File: src/logic/breaker_pkg.sv
// Function
// - state code: none=0 intermediate, open only=1, closed only=2, both=3 bad.
// - state-change events come from the same code shown to the display.
// - a command issues only while all qualifying conditions hold, else blocked.
// - local commands need local permission, remote commands need remote permission.
// - open needs open_permit, close needs close_permit, at the moment of issue.
// - close also needs sync_check_ok; open ignores it.
// - local and remote command operation are enabled independently.
// - operation_block inhibits all command operation while asserted.
// - operation_pulse lasts 150 ms per completed operation; counter counts each.
// - unintended_change flags a status change with no remote command or external switch.
// - open and close command pulses last the configured pulse duration, one ms if it is zero.
package breaker_pkg;

  // ==========================================================
  // timing
  localparam int unsigned CLK_PERIOD_NS = 25;
  localparam int unsigned MS_NS = 1000000;
  localparam int unsigned TICK_CYCLES = MS_NS / CLK_PERIOD_NS;
  localparam int unsigned MS_W = 16;
  localparam logic [15:0] OP_PULSE_MS = 16'h0096;
  localparam logic [15:0] PULSE_MS_RST = 16'h03e8;

  // ==========================================================
  // register map
  localparam int unsigned ADR_W = 8;
  localparam logic [7:0] ADR_CTRL = 8'h00;
  localparam logic [7:0] ADR_CMD = 8'h04;
  localparam logic [7:0] ADR_STATUS = 8'h08;
  localparam logic [7:0] ADR_PULSE = 8'h0c;
  localparam logic [7:0] ADR_COUNT = 8'h10;
  localparam logic [7:0] ADR_IRQ_STAT = 8'h14;
  localparam logic [7:0] ADR_IRQ_MASK = 8'h18;

  localparam int unsigned CTRL_LOCAL_EN = 0;
  localparam int unsigned CTRL_REMOTE_EN = 1;
  localparam int unsigned CTRL_SOFT_CLR = 2;
  localparam logic [1:0] CTRL_RST = 2'h0;

  localparam int unsigned CMD_OPEN = 0;
  localparam int unsigned CMD_CLOSE = 1;
  localparam int unsigned CMD_REMOTE = 2;

  localparam int unsigned IRQ_STATE = 0;
  localparam int unsigned IRQ_BLOCKED = 1;
  localparam int unsigned IRQ_UNINT = 2;
  localparam int unsigned IRQ_OPER = 3;
  localparam int unsigned IRQ_ISSUED = 4;
  localparam int unsigned IRQ_W = 5;
  localparam logic [4:0] IRQ_MASK_RST = 5'h00;

  // ==========================================================
  // synchronised pin inputs
  localparam int unsigned IN_CLOSED = 0;
  localparam int unsigned IN_OPEN = 1;
  localparam int unsigned IN_LOCAL = 2;
  localparam int unsigned IN_REMOTE = 3;
  localparam int unsigned IN_OPEN_OK = 4;
  localparam int unsigned IN_CLOSE_OK = 5;
  localparam int unsigned IN_SYNC = 6;
  localparam int unsigned IN_BLOCK = 7;
  localparam int unsigned IN_EXT = 8;
  localparam int unsigned IN_W = 9;

  typedef enum logic [1:0] {
    STATE_MID = 2'b00,
    STATE_OFF = 2'b01,
    STATE_ON = 2'b10,
    STATE_BAD = 2'b11
  } breaker_state_t;

endpackage

File: src/logic/pulse_timer.sv
`timescale 1ns/100ps
module pulse_timer #(
  parameter int unsigned TICK = breaker_pkg::TICK_CYCLES,
  parameter int unsigned LEN_W = breaker_pkg::MS_W
) (
  input wire logic core_clk,
  input wire logic rst_n,
  input wire logic clear,
  input wire logic start,
  input wire logic [LEN_W-1:0] length_ms,
  output logic active
);
  localparam int unsigned PRE_W = $clog2(TICK + 1);

  logic [PRE_W-1:0] prescale;
  logic [LEN_W-1:0] remaining;
  logic [LEN_W-1:0] len_q;
  logic [LEN_W-1:0] len_eff;
  logic [31:0] cyc_cnt;
  logic tick;

  // zero length would wrap and run 65536 ms; run it as one ms
  assign len_eff = (length_ms == '0) ? LEN_W'(1) : length_ms;
  // private prescaler restarts with the pulse, so the length is exact
  assign tick = (prescale == PRE_W'(TICK - 1));

  always_ff @(posedge core_clk or negedge rst_n) begin
    if (!rst_n) begin
      active <= 1'b0;
      prescale <= '0;
      remaining <= '0;
      len_q <= '0;
    end else if (clear) begin
      active <= 1'b0;
      prescale <= '0;
      remaining <= '0;
    end else if (start) begin
      active <= 1'b1;
      prescale <= '0;
      remaining <= len_eff;
      len_q <= len_eff;
    end else if (active) begin
      if (tick) begin
        prescale <= '0;
        remaining <= remaining - 1'b1;
        if (remaining == LEN_W'(1)) begin
          active <= 1'b0;
        end
      end else begin
        prescale <= prescale + 1'b1;
      end
    end
  end

  always_ff @(posedge core_clk or negedge rst_n) begin
    if (!rst_n) begin
      cyc_cnt <= 32'h0;
    end else if (start) begin
      cyc_cnt <= 32'h0;
    end else if (active) begin
      cyc_cnt <= cyc_cnt + 32'h1;
    end
  end
endmodule // pulse_timer

File: src/logic/breaker_state_and_command_gate.sv
`timescale 1ns/100ps
module breaker_state_and_command_gate #(
  parameter int unsigned TICK_CYCLES = breaker_pkg::TICK_CYCLES,
  parameter int unsigned CNT_W = 32
) (
  input wire logic core_clk,
  input wire logic rst_n,
  input wire logic wb_cyc_i,
  input wire logic wb_stb_i,
  input wire logic wb_we_i,
  input wire logic [breaker_pkg::ADR_W-1:0] wb_adr_i,
  input wire logic [3:0] wb_sel_i,
  input wire logic [31:0] wb_dat_i,
  output logic [31:0] wb_dat_o,
  output logic wb_ack_o,
  input wire logic closed_status_in,
  input wire logic open_status_in,
  input wire logic local_permit,
  input wire logic remote_permit,
  input wire logic open_permit,
  input wire logic close_permit,
  input wire logic sync_check_ok,
  input wire logic operation_block,
  input wire logic external_switch_seen,
  output logic open_cmd_pulse,
  output logic close_cmd_pulse,
  output logic operation_pulse,
  output logic unintended_change,
  output breaker_pkg::breaker_state_t breaker_state_code,
  output logic state_event,
  output logic irq
);
  import breaker_pkg::*;

  // ==========================================================
  // declarations
  logic [IN_W-1:0] pins;
  logic [IN_W-1:0] sync1;
  logic [IN_W-1:0] sync2;
  breaker_state_t prev_code;
  logic code_change;
  logic op_start;
  logic [1:0] ctrl;
  logic [MS_W-1:0] pulse_ms;
  logic [CNT_W-1:0] op_count;
  logic [IRQ_W-1:0] irq_stat;
  logic [IRQ_W-1:0] irq_mask;
  logic [IRQ_W-1:0] irq_event;
  logic blocked_last;
  logic remote_pending;
  logic ext_pending;
  logic wb_req;
  logic wr_en;
  logic cmd_wr;
  logic soft_clr;
  logic cmd_abort;
  logic remote_sel;
  logic src_ok;
  logic busy;
  logic open_go;
  logic close_go;
  logic blocked_evt;
  logic [31:0] rd_data;

  function automatic logic reg_hit(input logic [ADR_W-1:0] adr, input logic [7:0] off);
    reg_hit = (adr == off);
  endfunction

  // ==========================================================
  // pin synchronisers
  assign pins = {external_switch_seen, operation_block, sync_check_ok, close_permit,
                 open_permit, remote_permit, local_permit, open_status_in, closed_status_in};

  always_ff @(posedge core_clk or negedge rst_n) begin
    if (!rst_n) begin
      sync1 <= '0;
      sync2 <= '0;
    end else begin
      sync1 <= pins;
      sync2 <= sync1;
    end
  end

  // ==========================================================
  // state code and events
  always_ff @(posedge core_clk or negedge rst_n) begin
    if (!rst_n) begin
      breaker_state_code <= STATE_MID;
      prev_code <= STATE_MID;
    end else begin
      breaker_state_code <= breaker_state_t'({sync2[IN_CLOSED], sync2[IN_OPEN]});
      prev_code <= breaker_state_code;
    end
  end

  assign code_change = (breaker_state_code != prev_code);
  // only a settled off or on counts as a completed operation
  assign op_start = code_change &&
                    (breaker_state_code == STATE_OFF || breaker_state_code == STATE_ON);

  always_ff @(posedge core_clk or negedge rst_n) begin
    if (!rst_n) begin
      state_event <= 1'b0;
    end else begin
      state_event <= code_change;
    end
  end

  // ==========================================================
  // wishbone slave: ack one cycle after the request, then drop
  assign wb_req = wb_cyc_i && wb_stb_i;
  assign wr_en = wb_req && wb_we_i && wb_ack_o;
  assign cmd_wr = wr_en && reg_hit(wb_adr_i, ADR_CMD) && wb_sel_i[0];
  assign soft_clr = wr_en && reg_hit(wb_adr_i, ADR_CTRL) && wb_sel_i[0] &&
                    wb_dat_i[CTRL_SOFT_CLR];
  assign cmd_abort = soft_clr || sync2[IN_BLOCK];

  always_ff @(posedge core_clk or negedge rst_n) begin
    if (!rst_n) begin
      wb_ack_o <= 1'b0;
    end else begin
      wb_ack_o <= wb_req && !wb_ack_o;
    end
  end

  always_comb begin
    rd_data = 32'h0;
    case (wb_adr_i)
      ADR_CTRL: rd_data = {30'h0, ctrl};
      ADR_STATUS: rd_data = {25'h0, blocked_last, unintended_change, operation_pulse,
                             close_cmd_pulse, open_cmd_pulse, breaker_state_code};
      ADR_PULSE: rd_data = {16'h0, pulse_ms};
      ADR_COUNT: rd_data = 32'(op_count);
      ADR_IRQ_STAT: rd_data = {27'h0, irq_stat};
      ADR_IRQ_MASK: rd_data = {27'h0, irq_mask};
      default: rd_data = 32'h0;
    endcase
  end

  always_ff @(posedge core_clk or negedge rst_n) begin
    if (!rst_n) begin
      wb_dat_o <= 32'h0;
    end else if (wb_req && !wb_ack_o && !wb_we_i) begin
      wb_dat_o <= rd_data;
    end
  end

  always_ff @(posedge core_clk or negedge rst_n) begin
    if (!rst_n) begin
      ctrl <= CTRL_RST;
      pulse_ms <= PULSE_MS_RST;
      irq_mask <= IRQ_MASK_RST;
    end else if (wr_en) begin
      if (reg_hit(wb_adr_i, ADR_CTRL) && wb_sel_i[0]) begin
        ctrl <= wb_dat_i[1:0];
      end
      if (reg_hit(wb_adr_i, ADR_PULSE) && wb_sel_i[0]) begin
        pulse_ms[7:0] <= wb_dat_i[7:0];
      end
      if (reg_hit(wb_adr_i, ADR_PULSE) && wb_sel_i[1]) begin
        pulse_ms[15:8] <= wb_dat_i[15:8];
      end
      if (reg_hit(wb_adr_i, ADR_IRQ_MASK) && wb_sel_i[0]) begin
        irq_mask <= wb_dat_i[IRQ_W-1:0];
      end
    end
  end

  // ==========================================================
  // command gate
  assign remote_sel = wb_dat_i[CMD_REMOTE];
  assign src_ok = remote_sel ? (ctrl[CTRL_REMOTE_EN] && sync2[IN_REMOTE])
                             : (ctrl[CTRL_LOCAL_EN] && sync2[IN_LOCAL]);
  // a new command is refused and flagged blocked while a pulse runs, rather than cutting it
  assign busy = open_cmd_pulse || close_cmd_pulse;
  assign open_go = cmd_wr && wb_dat_i[CMD_OPEN] && !wb_dat_i[CMD_CLOSE] && src_ok &&
                   sync2[IN_OPEN_OK] && !sync2[IN_BLOCK] && !busy && !soft_clr;
  assign close_go = cmd_wr && wb_dat_i[CMD_CLOSE] && !wb_dat_i[CMD_OPEN] && src_ok &&
                    sync2[IN_CLOSE_OK] && sync2[IN_SYNC] &&
                    !sync2[IN_BLOCK] && !busy && !soft_clr;
  assign blocked_evt = cmd_wr && (wb_dat_i[CMD_OPEN] || wb_dat_i[CMD_CLOSE]) &&
                       !open_go && !close_go;

  always_ff @(posedge core_clk or negedge rst_n) begin
    if (!rst_n) begin
      blocked_last <= 1'b0;
    end else if (open_go || close_go) begin
      blocked_last <= 1'b0;
    end else if (blocked_evt) begin
      blocked_last <= 1'b1;
    end
  end

  pulse_timer #(
    .TICK(TICK_CYCLES),
    .LEN_W(MS_W)
  ) open_timer (
    .core_clk(core_clk),
    .rst_n(rst_n),
    .clear(cmd_abort),
    .start(open_go),
    .length_ms(pulse_ms),
    .active(open_cmd_pulse)
  );

  pulse_timer #(
    .TICK(TICK_CYCLES),
    .LEN_W(MS_W)
  ) close_timer (
    .core_clk(core_clk),
    .rst_n(rst_n),
    .clear(cmd_abort),
    .start(close_go),
    .length_ms(pulse_ms),
    .active(close_cmd_pulse)
  );

  // ==========================================================
  // operation pulse, counter, unintended change
  pulse_timer #(
    .TICK(TICK_CYCLES),
    .LEN_W(MS_W)
  ) oper_timer (
    .core_clk(core_clk),
    .rst_n(rst_n),
    .clear(soft_clr),
    .start(op_start),
    .length_ms(OP_PULSE_MS),
    .active(operation_pulse)
  );

  always_ff @(posedge core_clk or negedge rst_n) begin
    if (!rst_n) begin
      op_count <= '0;
    end else if (soft_clr) begin
      op_count <= '0;
    end else if (op_start) begin
      op_count <= op_count + 1'b1;
    end
  end

  // a remote command issued in the same cycle as a change stays pending for the next one
  always_ff @(posedge core_clk or negedge rst_n) begin
    if (!rst_n) begin
      remote_pending <= 1'b0;
      ext_pending <= 1'b0;
    end else begin
      remote_pending <= ((open_go || close_go) && remote_sel) ||
                        (remote_pending && !op_start && !soft_clr);
      ext_pending <= sync2[IN_EXT] || (ext_pending && !op_start && !soft_clr);
    end
  end

  always_ff @(posedge core_clk or negedge rst_n) begin
    if (!rst_n) begin
      unintended_change <= 1'b0;
    end else if (soft_clr) begin
      unintended_change <= 1'b0;
    end else if (op_start) begin
      unintended_change <= !(remote_pending || ext_pending || sync2[IN_EXT]);
    end
  end

  // ==========================================================
  // interrupts: set wins over a same-cycle write-one clear
  assign irq_event[IRQ_STATE] = code_change;
  assign irq_event[IRQ_BLOCKED] = blocked_evt;
  assign irq_event[IRQ_UNINT] = op_start && !(remote_pending || ext_pending || sync2[IN_EXT]);
  assign irq_event[IRQ_OPER] = op_start;
  assign irq_event[IRQ_ISSUED] = open_go || close_go;

  always_ff @(posedge core_clk or negedge rst_n) begin
    if (!rst_n) begin
      irq_stat <= '0;
    end else if (wr_en && reg_hit(wb_adr_i, ADR_IRQ_STAT) && wb_sel_i[0]) begin
      irq_stat <= (irq_stat & ~wb_dat_i[IRQ_W-1:0]) | irq_event;
    end else begin
      irq_stat <= irq_stat | irq_event;
    end
  end

  assign irq = |(irq_stat & irq_mask);
endmodule // breaker_state_and_command_gate

File: config.mk
export PLATFORM = sky130hd
export DESIGN_NAME = breaker_state_and_command_gate
export DESIGN_NICKNAME = d
export VERILOG_FILES = /design/src/logic/breaker_pkg.sv /design/src/logic/pulse_timer.sv /design/src/logic/breaker_state_and_command_gate.sv
export SDC_FILE = /design/constraint.sdc
export NUM_CORES = 1
export LEC_CHECK = 0
export BUFFER_PORTS_ARGS = -buffer_cell sky130_fd_sc_hd__buf_4
export CAP_MARGIN = 25
export CORE_MARGIN = 2
export CORE_UTILIZATION = 44
export DETAILED_ROUTE_END_ITERATION = 6
export GPL_ROUTABILITY_DRIVEN = 0
export PLACE_DENSITY = 0.61
export SYNTH_ARGS = -nofsm -noshare
export SYNTH_HDL_FRONTEND = slang
export SYNTH_HIERARCHICAL = 1
export SYNTH_SLANG_ARGS = --single-unit
export TNS_END_PERCENT = 30
File: constraint.sdc
create_clock -name core_clk -period 2.4 [get_ports core_clk]
set_input_delay 0.48 -clock core_clk [delete_from_list [all_inputs] [get_ports core_clk]]
set_output_delay 0.48 -clock core_clk [all_outputs]
set_load 0.1 [all_outputs]
; ---- Yosys cells after proc, flatten, opt, wreduce, memory -nomap -nowiden
; Cells that the tools add are included.
[classes]
shift = 0
n_bitwise = 5
multipliers = 0
n_eq_ne = 15
order_cmp = 0
div = 0
n_reduce_logical = 81
addsub = 7
muxes = 49
[ops]
columns = cell, count
row1 = 2-to-1 mux 16 bit, 25
row2 = one-hot mux 32 bit (6 select lines), 1
row3 = 2-to-1 mux 32 bit, 2
row4 = adder 16 x 1 -> 16 bit (second input constant), 3
row5 = == test 16 x 1 -> 1 bit (second input constant), 3
row6 = == test 16 bit (second input constant), 3
row7 = subtractor 16 x 1 -> 16 bit (second input constant), 3
row8 = logical AND 1 bit, 43
row9 = adder 32 x 1 -> 32 bit (second input constant), 1
row10 = == test 8 x 5 -> 1 bit (second input constant), 3
row11 = 2-to-1 mux 1 bit, 20
row12 = nonzero test 3 bit, 6
row13 = == test 8 x 4 -> 1 bit (second input constant), 2
row14 = logical NOT 16 bit, 1
row15 = AND reduction 2 bit, 7
row16 = logical NOT 1 bit, 11
row17 = AND 5 bit, 2
row18 = OR 5 bit, 2
row19 = logical OR 1 bit, 9
row20 = == test 8 x 3 -> 1 bit (second input constant), 1
row21 = logical NOT 8 bit, 1
row22 = 2-to-1 mux 5 bit, 1
row23 = NOT 5 bit, 1
row24 = OR reduction 5 bit, 1
row25 = 4 further kinds, 5
[word_totals]
latch_bits = 0
romBits = 0
in_bits = 58
ff_bits = 219
ramBits = 0
memories = 0
output_inout_bits = 41

; ---- Longest topological paths before layout
[logic_depth]
ltp_word = 17
depth_mapped = 11

; ---- Modules after synthesis
; Netlist, hierarchy kept.
[modules_own_cells]
columns = module, n_inst, seq_area_each_um2, area_per_inst_um2, cells_per_inst
row1 = pulse_timer, 3, 825.8, 1953.1, 217
row2 = breaker_state_and_command_gate, 1, 3010.4, 5315.1, 477

; ---- Least setup slack after synthesis
; No wires, ideal clock.
[synth_timing]
path_type = flip-flop to flip-flop
from = register wb_ack_o
to = register close_timer.prescale[9]
t_arrival_ns = 2.938
stages_incl_launch_ff = 12
slack_ns = -0.665
t_required_ns = 2.273
n_path_buf = 2
synth_period_minus_slack_ns = 3.065
cell_sequence = dfrtp_1 nand3_1 nor4_2 and2_1 clkbuf_1 or2_2 clkbuf_1 o311ai_0 nor2_1 nand4_1 xor2_1 nor2_1
[synth_between]
elab_cells_between_ends = 19
cone_classes = 2 x mux / 17 x reduce/logical
[synth_lines]
columns = item, line
row1 = "start, declared", breaker_state_and_command_gate.sv:15  ; output logic wb_ack_o,
row2 = "start signal, assigned", breaker_state_and_command_gate.sv:122  ; wb_ack_o <= wb_req && !wb_ack_o;
row3 = logical AND 1 bit *, breaker_state_and_command_gate.sv:112  ; assign wr_en = wb_req && wb_we_i && wb_ack_o;
row4 = logical AND 1 bit * (3 in series), breaker_state_and_command_gate.sv:114  ; assign soft_clr = wr_en && reg_hit(wb_adr_i, ADR_CTRL) && wb_sel_i[0] &&
row5 = logical OR 1 bit *, breaker_state_and_command_gate.sv:116  ; assign cmd_abort = soft_clr || sync2[IN_BLOCK];
row6 = net cmd_abort, breaker_state_and_command_gate.sv:56  ; logic cmd_abort;
row7 = nonzero test 3 bit (no source line) / 2-to-1 mux 16 bit (equally long branches), -
row8 = "end signal, assigned", pulse_timer.sv:50  ; prescale <= prescale + 1'b1;
row9 = "end, declared", pulse_timer.sv:15  ; logic [PRE_W-1:0] prescale;
; The timed path passes the listed nets; every way through them passes the cells marked *.
; A chain may end at the register's enable or synchronous reset.

; ---- Final worst setup path
[layout_timing]
from = register wb_ack_o
to = register open_timer.prescale[12]
[layout_between]
elab_cells_between_ends = 18
cone_classes = 2 x mux / 16 x reduce/logical
[layout_lines]
columns = item, line
row1 = logical AND 1 bit *, breaker_state_and_command_gate.sv:112
row2 = logical AND 1 bit * (3 in series), breaker_state_and_command_gate.sv:114
row3 = logical OR 1 bit *, breaker_state_and_command_gate.sv:116
row4 = net cmd_abort, breaker_state_and_command_gate.sv:56
row5 = nonzero test 3 bit (no source line) / 2-to-1 mux 16 bit (equally long branches), -
row6 = "end signal, assigned", pulse_timer.sv:50
row7 = "end, declared", pulse_timer.sv:15
; Marked as above.

==> out/qor.txt <==
Avg Vias per Cell = 5.68
Hold Slack = 0.0646 ns
Number of top-level pins = 99
Layout cell share with drive strength beyond 1 = 21.7%
Skew final = 0.0249 ns
First-pass GRT wire length = 48.0 mm
Avg Inst Size Synth = 9.91 um^2
Final period util = 95.7%
Post-synth ARST share = 100%
Yosys warnings = 6
Global Route Usage Sum = 22.2%
Max-cap viol count = 0
Congestion Overflow GR = 0
Area share of the largest cell type after synthesis = 47.7%
Post-Syn Area = 11,200 um^2
Final setup margin = 0.104 ns
CP startpoint kind = register
Peak supply drop = 0.600 mV
Worst Max-Slew Pin Slew = 0.520 ns
Dpl ws = -0.406 ns
NumNets Final = 1,378
Cell count after synthesis = 1,128
Via Count = 9,420
Chip Width = 163 um
Setup crit end kind = register
Critical Path AT = 2.74 ns
Final core occ = 55.3%
WL final = 29.0 mm
Core area = 25,000 um^2
Lkg Pwr = 6.00 nW
Worst hold path class = input pin to register
CTS root buf = clkbuf_16
DIE AREA = 26,700 um^2
Clk sink count = 219
Final setup viols = 0
WL per Instance = 17.5 um
Port Buffers = 80
Count leader, synth = dfrtp_1
Synth cell count leaders = 213 x dfrtp_1, 130 x nor2_1, 83 x nand2_1
Yosys cell types = 66
Number of DRC markers in iteration 0 = 654
Final Max Tran Viols = 0
CP max FO = 10
Initial Util = 44.6%
Slew headroom = 65.3%
HP Start = open_permit
Cell taking the most area after synthesis = dfrtp_1
Antenna viol nets, final = 0
# DRC = 0
Pwr Total = 8.84 mW
Die Y = 163 um
Worst-path clk slew = 0.06 ns
Max clock buf depth = 3
Post-synth EDFFs = 0
Post-synthesis register bit count = 219
Area growth syn-to-layout = 23.8%
CP Data Required Time = 2.84 ns
Area of placed instances = 13,000 um^2
R2R Setup Slk = 0.10 ns
Cell area after layout = 13,800 um^2
RR Startpoint = wb_ack_o
Dpl cells = 1,608
Post-route setup TNS = 0 ns
Sequential fraction of the synthesis area = 49.1%
Min Tclk post-route = 2.30 ns
Power per standard cell area = 639 nW/um^2
Ys flop type = dfrtp_1
Worst flop-to-flop path endpoint = open_timer/prescale[12]
Pre-antenna DRT Iters = 5
Min-Delay Endpoint = sync1[4]
Skew-Pair Late Insertion Delay = 0.54 ns
Pin count of the biggest net entering global routing = 65
Non-Filler Instances = 1,658
RSZ-0062 raised after global routing = false
Initial antenna violation count = 0
H-tree Lvls = 1
Diodes inserted = 0
Crit Path Class = register to register
Final Hold Fails = 0
CTS buffer count = 25
CTS tree = yes
Status = finished clean
Num rows = 58
Hpwl dp = 20.7 mm
Reg2reg path depth = 9
Vias in the first global route = 9,098
Hold path depth = 1
Largest cells by area after synthesis = dfrtp_1 48%, nor2_1 4.4%, xor2_1 3.2%, nand4_1 2.9%, mux2_2 2.8%
FMAX = 436 MHz
## flip-flops by register name, indices dropped and copies added, names as in the netlist, 5 cells and up
| name | cells |
|---|---|
| close_timer/remaining | 16 |
| irq_mask | 5 |
| pulse_ms | 16 |
| wb_dat_o | 32 |
| oper_timer/remaining | 16 |
| oper_timer/prescale | 16 |
| open_timer/remaining | 16 |
| sync1 | 9 |
| close_timer/prescale | 16 |
| op_count | 32 |
| sync2 | 9 |
| irq_stat | 5 |
| open_timer/prescale | 16 |
## placed cells by master (no fill, tap or decap), types with 33 or more instances in the layout
cell type | synthesis | routed
nor4_1 | 39 | 39
nor2_1 | 130 | 129
nand4_1 | 52 | 52
nand3_1 | 37 | 36
buf_4 | 1 | 175
nand2_1 | 83 | 83
dfrtp_1 | 213 | 208
a21oi_1 | 36 | 36
a22o_1 | 33 | 33
xor2_1 | 41 | 41
## per-layer routing
layer	GRT usage (%)	up-vias	wire, um
li1	-	4534	-
met4	5.07	0	557
met5	0	-	0
met2	33.2	204	12600
met1	33.9	4647	14300
met3	3.61	35	1570
## worst max-delay path, stage by stage, from the launching register on
cell and delay, ns:
dfrtp_4 0.51, nand3_4 0.10, nor4_4 0.07, and2_1 0.19
or2_4 0.32, or2_4 0.27, a211oi_4 0.31, buf_4 0.20
a31oi_1 0.07, a31oi_1 0.16
## how the worst max path moves through the flow
stage / end / startpoint
6_report: open_timer/prescale[12] / wb_ack_o
5_1_grt: op_count[22] / breaker_state_code[0]
4_1_cts: close_timer/prescale[7] / ctrl[0]
3_5_place_dp: close_timer/prescale[9] / wb_adr_i[6]
3_3_place_gp: close_timer/prescale[9] / wb_adr_i[6]
2_1_floorplan: close_timer/prescale[14] / wb_adr_i[6]
## kinds of logic after synthesis
kind of cell | share of synthesized area, %
compound gates | 15.4
xor+xnor | 5.33
fa+ha+maj | 1.12
buf+inv | 2.90
flops | 49.1
mux | 3.09
other cells | 0.0672
simple gates | 23.0
## power by group
part           total, mW  internal [mW]  leakage (nW)  switching (mW)
sequential          4.17           3.90          2.82           0.262
clock               3.72           2.22         0.401            1.50
combinational      0.954          0.404          2.79           0.549
total               8.84           6.53          6.00            2.31
## what timing repair did
item | 4_1_cts | 5_1_grt
endpoints found under the setup margin | 0 | 23
resized for setup | 0 | 7
setup buffers | 0 | 4
hold endpoints to repair | 55 | 0
hold buffers | 1 | 0
## cell type report
class | count | area (um^2)
Fill cell | 2216 | 11200
Inverter | 24 | 90.1
Clock buffer | 42 | 790
Timing Repair Buffer | 183 | 1460
Sequential cell | 219 | 5500
Tap cell | 330 | 413
Clock inverter | 3 | 22.5
Multi-Input combinational cell | 857 | 5560
Power figures use the tool's default switching activity.
